--- src/common/adcpt_pkg.sv ---
// shared constants for the converter pair trigger control block
package adcpt_pkg;

  // pairs handled here: index 0 = pair 2, index 1 = pair 4, index 2 = pair 5
  localparam int NPAIR  = 3;
  localparam int ADDR_W = 8;
  localparam int DATA_W = 32;

  // register byte addresses
  localparam logic [7:0] REG_CTRL1_ADDR = 8'h00;  // pair 2 low byte, pair 3 high byte
  localparam logic [7:0] REG_CTRL2_ADDR = 8'h04;  // pair 4 low byte, pair 5 high byte
  localparam logic [7:0] REG_STAT_ADDR  = 8'h08;  // sequencer status, read only

  // reset values
  localparam logic [7:0] PAIR_BYTE_RESET = 8'h00;
  localparam logic [4:0] SRC_RESET       = 5'h00;

  // field positions inside one pair byte
  localparam int FLD_IRQEN   = 7;
  localparam int FLD_PEND    = 6;
  localparam int FLD_SOFT    = 5;
  localparam int FLD_SRC_LSB = 0;
  localparam int SRC_W       = 5;
  localparam int LANE_W      = 8;

  // status register field positions
  localparam int STAT_FLIGHT_LSB = 0;
  localparam int STAT_BUSY       = 3;

  // trigger source selector encodings
  localparam logic [4:0] SRC_OFF         = 5'h00;
  localparam logic [4:0] SRC_INDIV_SW    = 5'h01;
  localparam logic [4:0] SRC_GLOBAL_SW   = 5'h02;
  localparam logic [4:0] SRC_SPECIAL     = 5'h03;
  localparam logic [4:0] SRC_PRI_FIRST   = 5'h04;
  localparam logic [4:0] SRC_PRI_LAST    = 5'h0B;
  localparam logic [4:0] SRC_TMR_FIRST   = 5'h0C;
  localparam logic [4:0] SRC_SEC_SPECIAL = 5'h0D;
  localparam logic [4:0] SRC_SEC_FIRST   = 5'h0E;
  localparam logic [4:0] SRC_SEC_LAST    = 5'h16;
  localparam logic [4:0] SRC_CLIM_FIRST  = 5'h17;
  localparam logic [4:0] SRC_CLIM_LAST   = 5'h1E;
  localparam logic [4:0] SRC_TMR_SECOND  = 5'h1F;

  // bus responses
  localparam logic [1:0] RESP_OKAY   = 2'h0;
  localparam logic [1:0] RESP_SLVERR = 2'h2;

  // conversion sequencer states
  typedef enum logic [0:0] {CONV_IDLE, CONV_RUN} adcpt_conv_t;

  // register that holds a pair's control byte
  function automatic logic [7:0] pair_reg_addr(input int p);
    pair_reg_addr = (p == 0) ? REG_CTRL1_ADDR : REG_CTRL2_ADDR;
  endfunction

  // byte lane of a pair within its register
  function automatic int pair_lane(input int p);
    pair_lane = (p == 2) ? 1 : 0;
  endfunction

  // lower analog input of a pair; the upper one is this plus one
  function automatic logic [4:0] pair_first_input(input int p);
    pair_first_input = (p == 0) ? 5'h04 : ((p == 1) ? 5'h08 : 5'h0A);
  endfunction

endpackage

--- src/rtl/adcpt_pair_ctrl.sv ---
// converter pair trigger control: registers, pending flags, sequencer hand-off

module adcpt_pair_ctrl (
  // clock and reset
  input  wire logic        mclk,
  input  wire logic        rst,
  // axi4-lite write address
  input  wire logic [7:0]  awaddr,
  input  wire logic        awvalid,
  output logic             awready,
  // axi4-lite write data
  input  wire logic [31:0] wdata,
  input  wire logic [3:0]  wstrb,
  input  wire logic        wvalid,
  output logic             wready,
  // axi4-lite write response
  output logic [1:0]       bresp,
  output logic             bvalid,
  input  wire logic        bready,
  // axi4-lite read address
  input  wire logic [7:0]  araddr,
  input  wire logic        arvalid,
  output logic             arready,
  // axi4-lite read data
  output logic [31:0]      rdata,
  output logic [1:0]       rresp,
  output logic             rvalid,
  input  wire logic        rready,
  // trigger sources, same clock
  input  wire logic        globalSoftTrig,
  input  wire logic        pwmSpecialEvt,
  input  wire logic        pwmSecSpecialEvt,
  input  wire logic [7:0]  pwmPrimaryTrig,
  input  wire logic [8:0]  pwmSecondaryTrig,
  input  wire logic [7:0]  pwmCurLimTrig,
  input  wire logic        firstTimerMatch,
  input  wire logic        secondTimerMatch,
  // converter core
  input  wire logic        coreBusy,
  input  wire logic        coreDone,
  output logic             convStart,
  output logic [4:0]       convFirstInput,
  output logic [2:0]       convPairSel,
  // per-pair completion requests
  output logic [2:0]       pairIrq
);

  localparam int NP = adcpt_pkg::NPAIR;

  // pair control state
  logic [NP-1:0]      irqEn_ff;    // interrupt-request enables
  logic [NP-1:0]      pend_ff;     // pending-conversion flags
  logic [NP-1:0]      soft_ff;     // software trigger bits
  logic [NP-1:0][4:0] trigSrc_ff;  // trigger source selectors
  logic [7:0]         p3Byte_ff;   // pair 3 byte, plain storage only

  // sequencer state
  adcpt_pkg::adcpt_conv_t state_ff;  // idle or converting
  logic [NP-1:0]      inFlight_ff;   // one-hot pair being converted
  logic               convStart_ff;  // start pulse to core
  logic [4:0]         convInput_ff;  // lower input of started pair
  logic [NP-1:0]      irq_ff;        // completion request pulses

  // bus state
  logic               awHeld_ff;  // write address captured
  logic [7:0]         awAddr_ff;
  logic               wHeld_ff;   // write data captured
  logic [31:0]        wData_ff;
  logic [3:0]         wStrb_ff;
  logic               bvalid_ff;
  logic [1:0]         bresp_ff;
  logic               rvalid_ff;
  logic [31:0]        rdata_ff;
  logic [1:0]         rresp_ff;

  // per-pair combinational terms
  logic [NP-1:0]      trigHit;   // selected trigger asserted
  logic [NP-1:0]      doneThis;  // this pair's conversion finished
  logic [NP-1:0]      setPend;   // pending flag is being set
  logic [NP-1:0]      wrHit;     // bus write reaches this pair's byte
  logic [NP-1:0][7:0] wrByte;    // written byte for this pair
  logic [NP-1:0]      pickOne;   // pair chosen for next conversion
  logic [4:0]         pickInput; // its lower analog input
  logic               wrFire;    // address and data both held

  // compose one pair's readable byte
  function automatic logic [7:0] pair_byte(input int p);
    pair_byte = {irqEn_ff[p], pend_ff[p], soft_ff[p], trigSrc_ff[p]};
  endfunction

  // read data for an address, zero for unmapped
  function automatic logic [31:0] read_word(input logic [7:0] addr);
    read_word = 32'h0000_0000;
    if (addr == adcpt_pkg::REG_CTRL1_ADDR) begin
      read_word[15:0] = {p3Byte_ff, pair_byte(0)};
    end else if (addr == adcpt_pkg::REG_CTRL2_ADDR) begin
      read_word[15:0] = {pair_byte(2), pair_byte(1)};
    end else if (addr == adcpt_pkg::REG_STAT_ADDR) begin
      read_word[adcpt_pkg::STAT_FLIGHT_LSB +: NP] = inFlight_ff;
      read_word[adcpt_pkg::STAT_BUSY]             = coreBusy;
    end
  endfunction

  // address decode shared by read and write responses
  function automatic logic addr_mapped(input logic [7:0] addr);
    addr_mapped = (addr == adcpt_pkg::REG_CTRL1_ADDR) ||
                  (addr == adcpt_pkg::REG_CTRL2_ADDR) ||
                  (addr == adcpt_pkg::REG_STAT_ADDR);
  endfunction

  // ready outputs are combinational, valid, response and data from flops
  assign awready        = ~awHeld_ff & ~bvalid_ff;
  assign wready         = ~wHeld_ff & ~bvalid_ff;
  assign arready        = ~rvalid_ff;
  assign bvalid         = bvalid_ff;
  assign bresp          = bresp_ff;
  assign rvalid         = rvalid_ff;
  assign rdata          = rdata_ff;
  assign rresp          = rresp_ff;
  assign convStart      = convStart_ff;
  assign convFirstInput = convInput_ff;
  assign convPairSel    = inFlight_ff;
  assign pairIrq        = irq_ff;
  // write executes one cycle after both halves are held
  assign wrFire         = awHeld_ff & wHeld_ff & ~bvalid_ff;

  // per-pair trigger selection and write decode
  for (genvar p = 0; p < NP; p++) begin : g_pair
    localparam logic [7:0] RA = adcpt_pkg::pair_reg_addr(p);
    localparam int         LN = adcpt_pkg::pair_lane(p);

    assign wrByte[p] = wData_ff[LN*adcpt_pkg::LANE_W +: 8];
    assign wrHit[p]  = wrFire && (awAddr_ff == RA) && wStrb_ff[LN];
    assign doneThis[p] = coreDone && inFlight_ff[p] && (state_ff == adcpt_pkg::CONV_RUN);
    // a trigger on an already pending pair is dropped unless it just finished
    assign setPend[p]  = trigHit[p] && (!pend_ff[p] || doneThis[p]);

    adcpt_trig_select u_sel (
      .trigSrc          (trigSrc_ff[p]),
      .softTrig         (soft_ff[p]),
      .globalSoftTrig   (globalSoftTrig),
      .pwmSpecialEvt    (pwmSpecialEvt),
      .pwmSecSpecialEvt (pwmSecSpecialEvt),
      .pwmPrimaryTrig   (pwmPrimaryTrig),
      .pwmSecondaryTrig (pwmSecondaryTrig),
      .pwmCurLimTrig    (pwmCurLimTrig),
      .firstTimerMatch  (firstTimerMatch),
      .secondTimerMatch (secondTimerMatch),
      .trigHit          (trigHit[p])
    );

    // pending sets on its trigger
    a_pend_set: assert property (@(posedge mclk) disable iff (rst)
      trigHit[p] && !pend_ff[p] |=> pend_ff[p])
      else $error("pending flag did not set on trigger");

    // pending holds until its own conversion completes
    a_pend_hold: assert property (@(posedge mclk) disable iff (rst)
      pend_ff[p] && !doneThis[p] |=> pend_ff[p]
        && (inFlight_ff[p] || !$past(inFlight_ff[p])))
      else $error("pending flag dropped before completion");

    // completion without retrigger clears pending
    a_pend_clear: assert property (@(posedge mclk) disable iff (rst)
      doneThis[p] && !trigHit[p] |=> !pend_ff[p])
      else $error("pending flag not cleared after completion");

    // soft bit clears as pending sets, unless rewritten that cycle
    a_soft_clear: assert property (@(posedge mclk) disable iff (rst)
      setPend[p] && !wrHit[p] |=> !soft_ff[p])
      else $error("soft trigger bit not cleared by hardware");

    // request follows completion only when enabled
    a_irq_done: assert property (@(posedge mclk) disable iff (rst)
      doneThis[p] |=> irq_ff[p] == $past(irqEn_ff[p]))
      else $error("completion request wrong for enable setting");

    // a request never appears without a completion
    a_irq_cause: assert property (@(posedge mclk) disable iff (rst)
      irq_ff[p] |-> $past(doneThis[p]) && !$stable(irq_ff[p]) ##1 !irq_ff[p]
        || $past(doneThis[p]))
      else $error("completion request without completion");

    // disabled selector never starts a conversion
    a_src_off: assert property (@(posedge mclk) disable iff (rst)
      trigSrc_ff[p] == adcpt_pkg::SRC_OFF && !pend_ff[p] |=> !pend_ff[p])
      else $error("disabled selector set pending");
  end

  // pair control registers: bus writes and hardware set/clear
  always_ff @(posedge mclk) begin
    if (rst) begin
      irqEn_ff   <= '0;
      pend_ff    <= '0;
      soft_ff    <= '0;
      trigSrc_ff <= '0;
      p3Byte_ff  <= adcpt_pkg::PAIR_BYTE_RESET;
    end else begin
      for (int p = 0; p < NP; p++) begin
        // set wins over completion in the same cycle
        pend_ff[p] <= setPend[p] | (pend_ff[p] & ~doneThis[p]);
        if (wrHit[p]) begin
          // pending is status only; bus writes to it are ignored
          irqEn_ff[p]   <= wrByte[p][adcpt_pkg::FLD_IRQEN];
          trigSrc_ff[p] <= wrByte[p][adcpt_pkg::FLD_SRC_LSB +: adcpt_pkg::SRC_W];
          soft_ff[p]    <= wrByte[p][adcpt_pkg::FLD_SOFT];
        end else if (setPend[p]) begin
          soft_ff[p] <= 1'b0;
        end
      end
      // pair 3 byte only stored so the shared register reads back
      if (wrFire && awAddr_ff == adcpt_pkg::REG_CTRL1_ADDR && wStrb_ff[1]) begin
        p3Byte_ff <= wData_ff[15:8];
      end
    end
  end

  // pick lowest-numbered waiting pair
  always_comb begin
    pickOne   = '0;
    pickInput = 5'h00;
    for (int p = NP - 1; p >= 0; p--) begin
      if (pend_ff[p]) begin
        pickOne   = '0;
        pickOne[p] = 1'b1;
        pickInput = adcpt_pkg::pair_first_input(p);
      end
    end
  end

  // sequencer: one conversion at a time, wait for a free core
  always_ff @(posedge mclk) begin
    if (rst) begin
      state_ff     <= adcpt_pkg::CONV_IDLE;
      inFlight_ff  <= '0;
      convStart_ff <= 1'b0;
      convInput_ff <= 5'h00;
    end else begin
      convStart_ff <= 1'b0;
      case (state_ff)
        adcpt_pkg::CONV_IDLE: begin
          // busy core holds the request until resources free
          if (!coreBusy && |pend_ff) begin
            state_ff     <= adcpt_pkg::CONV_RUN;
            inFlight_ff  <= pickOne;
            convStart_ff <= 1'b1;
            convInput_ff <= pickInput;
          end
        end
        adcpt_pkg::CONV_RUN: begin
          if (coreDone) begin
            state_ff    <= adcpt_pkg::CONV_IDLE;
            inFlight_ff <= '0;
          end
        end
        default: begin
          state_ff <= adcpt_pkg::CONV_IDLE;
        end
      endcase
    end
  end

  // completion request pulses, gated by enables
  always_ff @(posedge mclk) begin
    if (rst) begin
      irq_ff <= '0;
    end else begin
      irq_ff <= doneThis & irqEn_ff;
    end
  end

  // write address and data capture, in either order
  always_ff @(posedge mclk) begin
    if (rst) begin
      awHeld_ff <= 1'b0;
      awAddr_ff <= 8'h00;
      wHeld_ff  <= 1'b0;
      wData_ff  <= 32'h0000_0000;
      wStrb_ff  <= 4'h0;
    end else begin
      if (awvalid && awready) begin
        awHeld_ff <= 1'b1;
        awAddr_ff <= awaddr;
      end else if (wrFire) begin
        awHeld_ff <= 1'b0;
      end
      if (wvalid && wready) begin
        wHeld_ff <= 1'b1;
        wData_ff <= wdata;
        wStrb_ff <= wstrb;
      end else if (wrFire) begin
        wHeld_ff <= 1'b0;
      end
    end
  end

  // write response; unmapped addresses answer slverr
  always_ff @(posedge mclk) begin
    if (rst) begin
      bvalid_ff <= 1'b0;
      bresp_ff  <= adcpt_pkg::RESP_OKAY;
    end else if (wrFire) begin
      bvalid_ff <= 1'b1;
      bresp_ff  <= addr_mapped(awAddr_ff) ? adcpt_pkg::RESP_OKAY : adcpt_pkg::RESP_SLVERR;
    end else if (bready) begin
      bvalid_ff <= 1'b0;
    end
  end

  // read channel: data one cycle after address
  always_ff @(posedge mclk) begin
    if (rst) begin
      rvalid_ff <= 1'b0;
      rdata_ff  <= 32'h0000_0000;
      rresp_ff  <= adcpt_pkg::RESP_OKAY;
    end else if (arvalid && arready) begin
      rvalid_ff <= 1'b1;
      rdata_ff  <= read_word(araddr);
      rresp_ff  <= addr_mapped(araddr) ? adcpt_pkg::RESP_OKAY : adcpt_pkg::RESP_SLVERR;
    end else if (rready) begin
      rvalid_ff <= 1'b0;
    end
  end

  // start is only issued while the core was free
  a_start_free: assert property (@(posedge mclk) disable iff (rst)
    convStart_ff |-> !$past(coreBusy) && $past(state_ff) == adcpt_pkg::CONV_IDLE)
    else $error("conversion started while core busy");

  // at most one pair converts at once, and start names it
  a_one_flight: assert property (@(posedge mclk) disable iff (rst)
    $onehot0(inFlight_ff) && (convStart_ff -> $onehot(inFlight_ff)))
    else $error("more than one pair in flight");

  // reset clears every control bit
  a_reset_zero: assert property (@(posedge mclk)
    rst |=> irqEn_ff == '0 && pend_ff == '0 && soft_ff == '0 && trigSrc_ff == '0)
    else $error("control bits not zero after reset");

endmodule

--- src/rtl/adcpt_trig_select.sv ---
// trigger source multiplexer for one converter pair
module adcpt_trig_select (
  // selector and software sources
  input  wire logic [4:0] trigSrc,
  input  wire logic       softTrig,
  input  wire logic       globalSoftTrig,
  // pwm and timer sources
  input  wire logic       pwmSpecialEvt,
  input  wire logic       pwmSecSpecialEvt,
  input  wire logic [7:0] pwmPrimaryTrig,
  input  wire logic [8:0] pwmSecondaryTrig,
  input  wire logic [7:0] pwmCurLimTrig,
  input  wire logic       firstTimerMatch,
  input  wire logic       secondTimerMatch,
  // selected trigger
  output logic            trigHit
);

  logic [4:0] relIdx;  // offset of selector inside its generator range

  // one selector picks one source, except 00010 which also takes the soft bit; 00000 picks nothing
  always_comb begin
    relIdx  = 5'h00;
    trigHit = 1'b0;
    if (trigSrc == adcpt_pkg::SRC_OFF) begin
      trigHit = 1'b0;
    end else if (trigSrc == adcpt_pkg::SRC_INDIV_SW) begin
      trigHit = softTrig;
    end else if (trigSrc == adcpt_pkg::SRC_GLOBAL_SW) begin
      // soft bit still counts here, as software is told to pick this mode
      trigHit = softTrig | globalSoftTrig;
    end else if (trigSrc == adcpt_pkg::SRC_SPECIAL) begin
      trigHit = pwmSpecialEvt;
    end else if (trigSrc == adcpt_pkg::SRC_SEC_SPECIAL) begin
      trigHit = pwmSecSpecialEvt;
    end else if (trigSrc <= adcpt_pkg::SRC_PRI_LAST) begin
      relIdx  = trigSrc - adcpt_pkg::SRC_PRI_FIRST;
      trigHit = pwmPrimaryTrig[relIdx[2:0]];
    end else if (trigSrc == adcpt_pkg::SRC_TMR_FIRST) begin
      trigHit = firstTimerMatch;
    end else if (trigSrc <= adcpt_pkg::SRC_SEC_LAST) begin
      relIdx  = trigSrc - adcpt_pkg::SRC_SEC_FIRST;
      trigHit = pwmSecondaryTrig[relIdx[3:0]];
    end else if (trigSrc <= adcpt_pkg::SRC_CLIM_LAST) begin
      relIdx  = trigSrc - adcpt_pkg::SRC_CLIM_FIRST;
      trigHit = pwmCurLimTrig[relIdx[2:0]];
    end else begin
      trigHit = secondTimerMatch;
    end
  end

endmodule

--- config.mk ---
export PLATFORM = sky130hd
export DESIGN_NAME = adcpt_pair_ctrl
export DESIGN_NICKNAME = d
export VERILOG_FILES = /design/src/common/adcpt_pkg.sv /design/src/rtl/adcpt_pair_ctrl.sv /design/src/rtl/adcpt_trig_select.sv
export SDC_FILE = /design/constraint.sdc
export NUM_CORES = 1
export LEC_CHECK = 0
export BUFFER_PORTS_ARGS = -buffer_cell sky130_fd_sc_hd__clkbuf_2
export CORE_UTILIZATION = 50
export CTS_CLUSTER_DIAMETER = 200
export DETAILED_ROUTE_END_ITERATION = 10
export PLACE_DENSITY_LB_ADDON = 0.05
export SLEW_MARGIN = 20
export SYNTH_ARGS = -nofsm -noshare
export SYNTH_HDL_FRONTEND = slang
export SYNTH_HIERARCHICAL = 1
export SYNTH_SLANG_ARGS = --single-unit
--- constraint.sdc ---
create_clock -name mclk -period 3.33 [get_ports mclk]
set_clock_uncertainty 0.1 [all_clocks]
set_input_delay 0.1665 -clock mclk [delete_from_list [all_inputs] [get_ports mclk]]
set_output_delay 0.1665 -clock mclk [all_outputs]
set_load 0.05 [all_outputs]
==> flow_summary.json <==
{
  "status": "completed",
  "maxCapViolCount": 0,
  "synthXorXnorAreaFrac_pct": 1.26,
  "grt_use_total_pct": 24.4,
  "yosysWarningCount": 6,
  "area_delta_synth_final_pct": 18.1,
  "critPathMaxFanout": 9,
  "synth_edf_count": 0,
  "drt-vias-per-instance": 5.57,
  "antenna_found_initial": 0,
  "hold_viol_final": 0,
  "fill_cells": 938,
  "synth_area_leaders": "dfxtp_1 (34%), mux2i_1 (12%), nand2b_1 (5.8%)",
  "synthFlopType": "dfxtp_1",
  "io_pins": 144,
  "r2r_slack_ns": 0.62,
  "worstPathArrival_ns": 2.91,
  "whs_path_depth": 3,
  "grt_pass1_wl_mm": 21.7,
  "synth-simple-area-share_pct": 20.8,
  "wl_per_cell_um": 16.0,
  "cts_tree": "yes",
  "root_buffer": "clkbuf_8",
  "power_leakage_nw": 2.69,
  "synth_compound_area_share_pct": 13.6,
  "die_x_um": 106,
  "fp-row-count": 37,
  "final_antenna_net_count": 0,
  "r2r_cells": 9,
  "r2r_end": "soft_ff[1]",
  "min_path_type": "in -> reg",
  "vias": 4618,
  "max-vdd-ir-drop_mv": 0.282,
  "tns_ns": 0,
  "clk_path_buf_depth": 2,
  "yosysTopAreaCellShare_pct": 33.6,
  "fmax_mhz": 369,
  "hpwl_mm": 9.83,
  "synthAdderAreaFrac_pct": 4.20,
  "setup_violations": 0,
  "htreeDepth": 3,
  "port-buffer-count": 104,
  "rsz0062_at_grt": "false",
  "layout_common_cells": "clkbuf_2 (104), dfxtp_1 (90), mux2i_1 (62)",
  "power.density_nw_per_um2": 344,
  "synthMuxAreaShare_pct": 18.8,
  "crit_path_end_kind": "register",
  "grt_overflow": 0,
  "die_y_um": 106,
  "cp-start-kind": "register",
  "min_period_ns": 2.71,
  "synth_async_sr_flop_share_pct": 0,
  "final_common_cell": "clkbuf_2",
  "drive_above_1_share_pct": 22.4,
  "relSlewSlack_pct": 36.8,
  "required_ns": 3.53,
  "n_antenna_cell": 0,
  "hp-start": "coreBusy",
  "worst-setup-path-type": "reg -> reg",
  "globalplace.congestion": 0.934,
  "path_cells": "inv_1 -> ha_1 -> mux4_1 -> nand2_1 -> o211ai_1 -> a32o_1 -> nand4_1 -> nand4b_1 -> mux2i_1",
  "synth_top_family_by_area": "simple AND/OR/NAND/NOR gates",
  "maxSlewViolCount": 0,
  "grt_pass1_vias": 4438,
  "fin_nets": 797,
  "cts_resized": 0,
  "fin_crit_sh_pct": 81.5,
  "drc": 0,
  "netlist_area_um2": 5360,
  "synth-seq-cells": 90,
  "min_to": "convFirstInput[2]",
  "fp.dieArea_um2": 11100,
  "syn_avg_cell_area_um2": 9.34,
  "cp_top_family": "multiplexers",
  "max_stage_delay_ns": 0.62,
  "slowest_stage": "dfxtp_1",
  "tightest_slew_ns": 0.944,
  "clk_pin_slew_ns": 0.10,
  "grt_max_degree": 88,
  "initial_utilization_pct": 51.7,
  "insertion_delay_ns": 0.36,
  "routed_wl_mm": 13.2,
  "ys_types": 61,
  "ys_seq_area_share_pct": 33.6,
  "worst-path-buf-inv": 1,
  "hold_ws_ns": 0.0963,
  "clock_sinks": 90,
  "numCtsBuffers": 9,
  "synth_top_cell_by_area": "dfxtp_1",
  "synthCells": 574,
  "reg2reg_from": "trigSrc_ff[6]",
  "drtPass1Iterations": 4,
  "drt_iter0_markers": 244,
  "core_area_um2": 10400
}
## flip-flops by register name, indices dropped and copies added, names as in the netlist, 8 cells and up
signal / count
awAddr_ff: 8
p3Byte_ff: 8
wData_ff: 15
rdata: 16
trigSrc_ff: 15
## how the worst max path moves through the flow
stage                   startpoint          to  cells past startpoint
floorplan            trigSrc_ff[5]  soft_ff[1]                     10
global placement     trigSrc_ff[6]  soft_ff[1]                      9
detailed placement   trigSrc_ff[6]  soft_ff[1]                      9
CTS                  trigSrc_ff[6]  soft_ff[1]                      9
global route        trigSrc_ff[11]  soft_ff[2]                      9
finish               trigSrc_ff[6]  soft_ff[1]                      9
## per-layer routing
metal,part of all wire [%],vias up,global-route usage [%]
li1,-,2260,-
met4,1.3,0,6.55
met5,0,-,0
met1,47,2208,32.5
met2,48,136,40.9
met3,4.1,14,4.21
## synthesized netlist by cell type, types with 4 or more instances
master / n
nand3_1: 4
ha_1: 18
a32o_1: 4
o2bb2ai_1: 17
nand2_1: 53
buf_2: 6
nand2b_1: 50
mux4_1: 7
nand4b_1: 8
mux2i_1: 62
nand3b_1: 4
a22o_1: 4
clkbuf_1: 21
and3_1: 5
buf_4: 20
mux4_2: 8
nor3b_1: 5
buf_6: 5
o21ai_0: 10
nor3_1: 9
inv_1: 20
nor2b_1: 7
a211oi_1: 6
a21oi_1: 37
dfxtp_1: 90
nor2_1: 31
## power breakdown
part	internal (mW)	switching, mW	total, mW
logic	0.124	0.198	0.323
clock network	0.293	0.441	0.735
registers	1.10	0.0189	1.12
## final cells by class
cell class,count,area [µm²],share of cell area (%)
Multi-Input combinational cell,427,3230,51.0
Sequential cell,90,1800,28.5
Timing Repair Buffer,140,861,13.6
Tap cell,136,170,2.69
Clock buffer,9,124,1.96
Inverter,20,75.1,1.19
Clock inverter,7,71.3,1.13
## kinds of logic after synthesis
kind of cell,after synthesis
compound gates,106
xor+xnor,6
simple gates,198
other cells,1
buf+inv,76
fa+ha+maj,18
flops,90
mux,79
## metrics by stage
| step | worst slack (ns) | cells | utilization, % | total power [mW] | area, µm² |
|---|---|---|---|---|---|
| after floorplan | 0.947 | 593 | - | 1.37 | 5430 |
| after global placement | 0.731 | 785 | 56.5 | 1.43 | 5850 |
| after detailed placement | 0.650 | 785 | 56.5 | 1.44 | 5850 |
| after CTS | 0.635 | 829 | 61.0 | 2.20 | 6330 |
| after global routing | 0.485 | 829 | 61.0 | 2.28 | 6330 |
| final | 0.618 | 829 | 61.0 | 2.18 | 6330 |
## worst min-delay path, cell delays in order
cell	delay [ns]
clkbuf_2	0.14
o31ai_1	0.09
a21oi_1	0.13
## what timing repair did
action | 4_1_cts | 5_1_grt
buffers inserted | 0 | 0
hold endpoints to repair | 27 | 0
hold buffers | 28 | 0
Note: power is estimated with default switching activity, not from simulation.
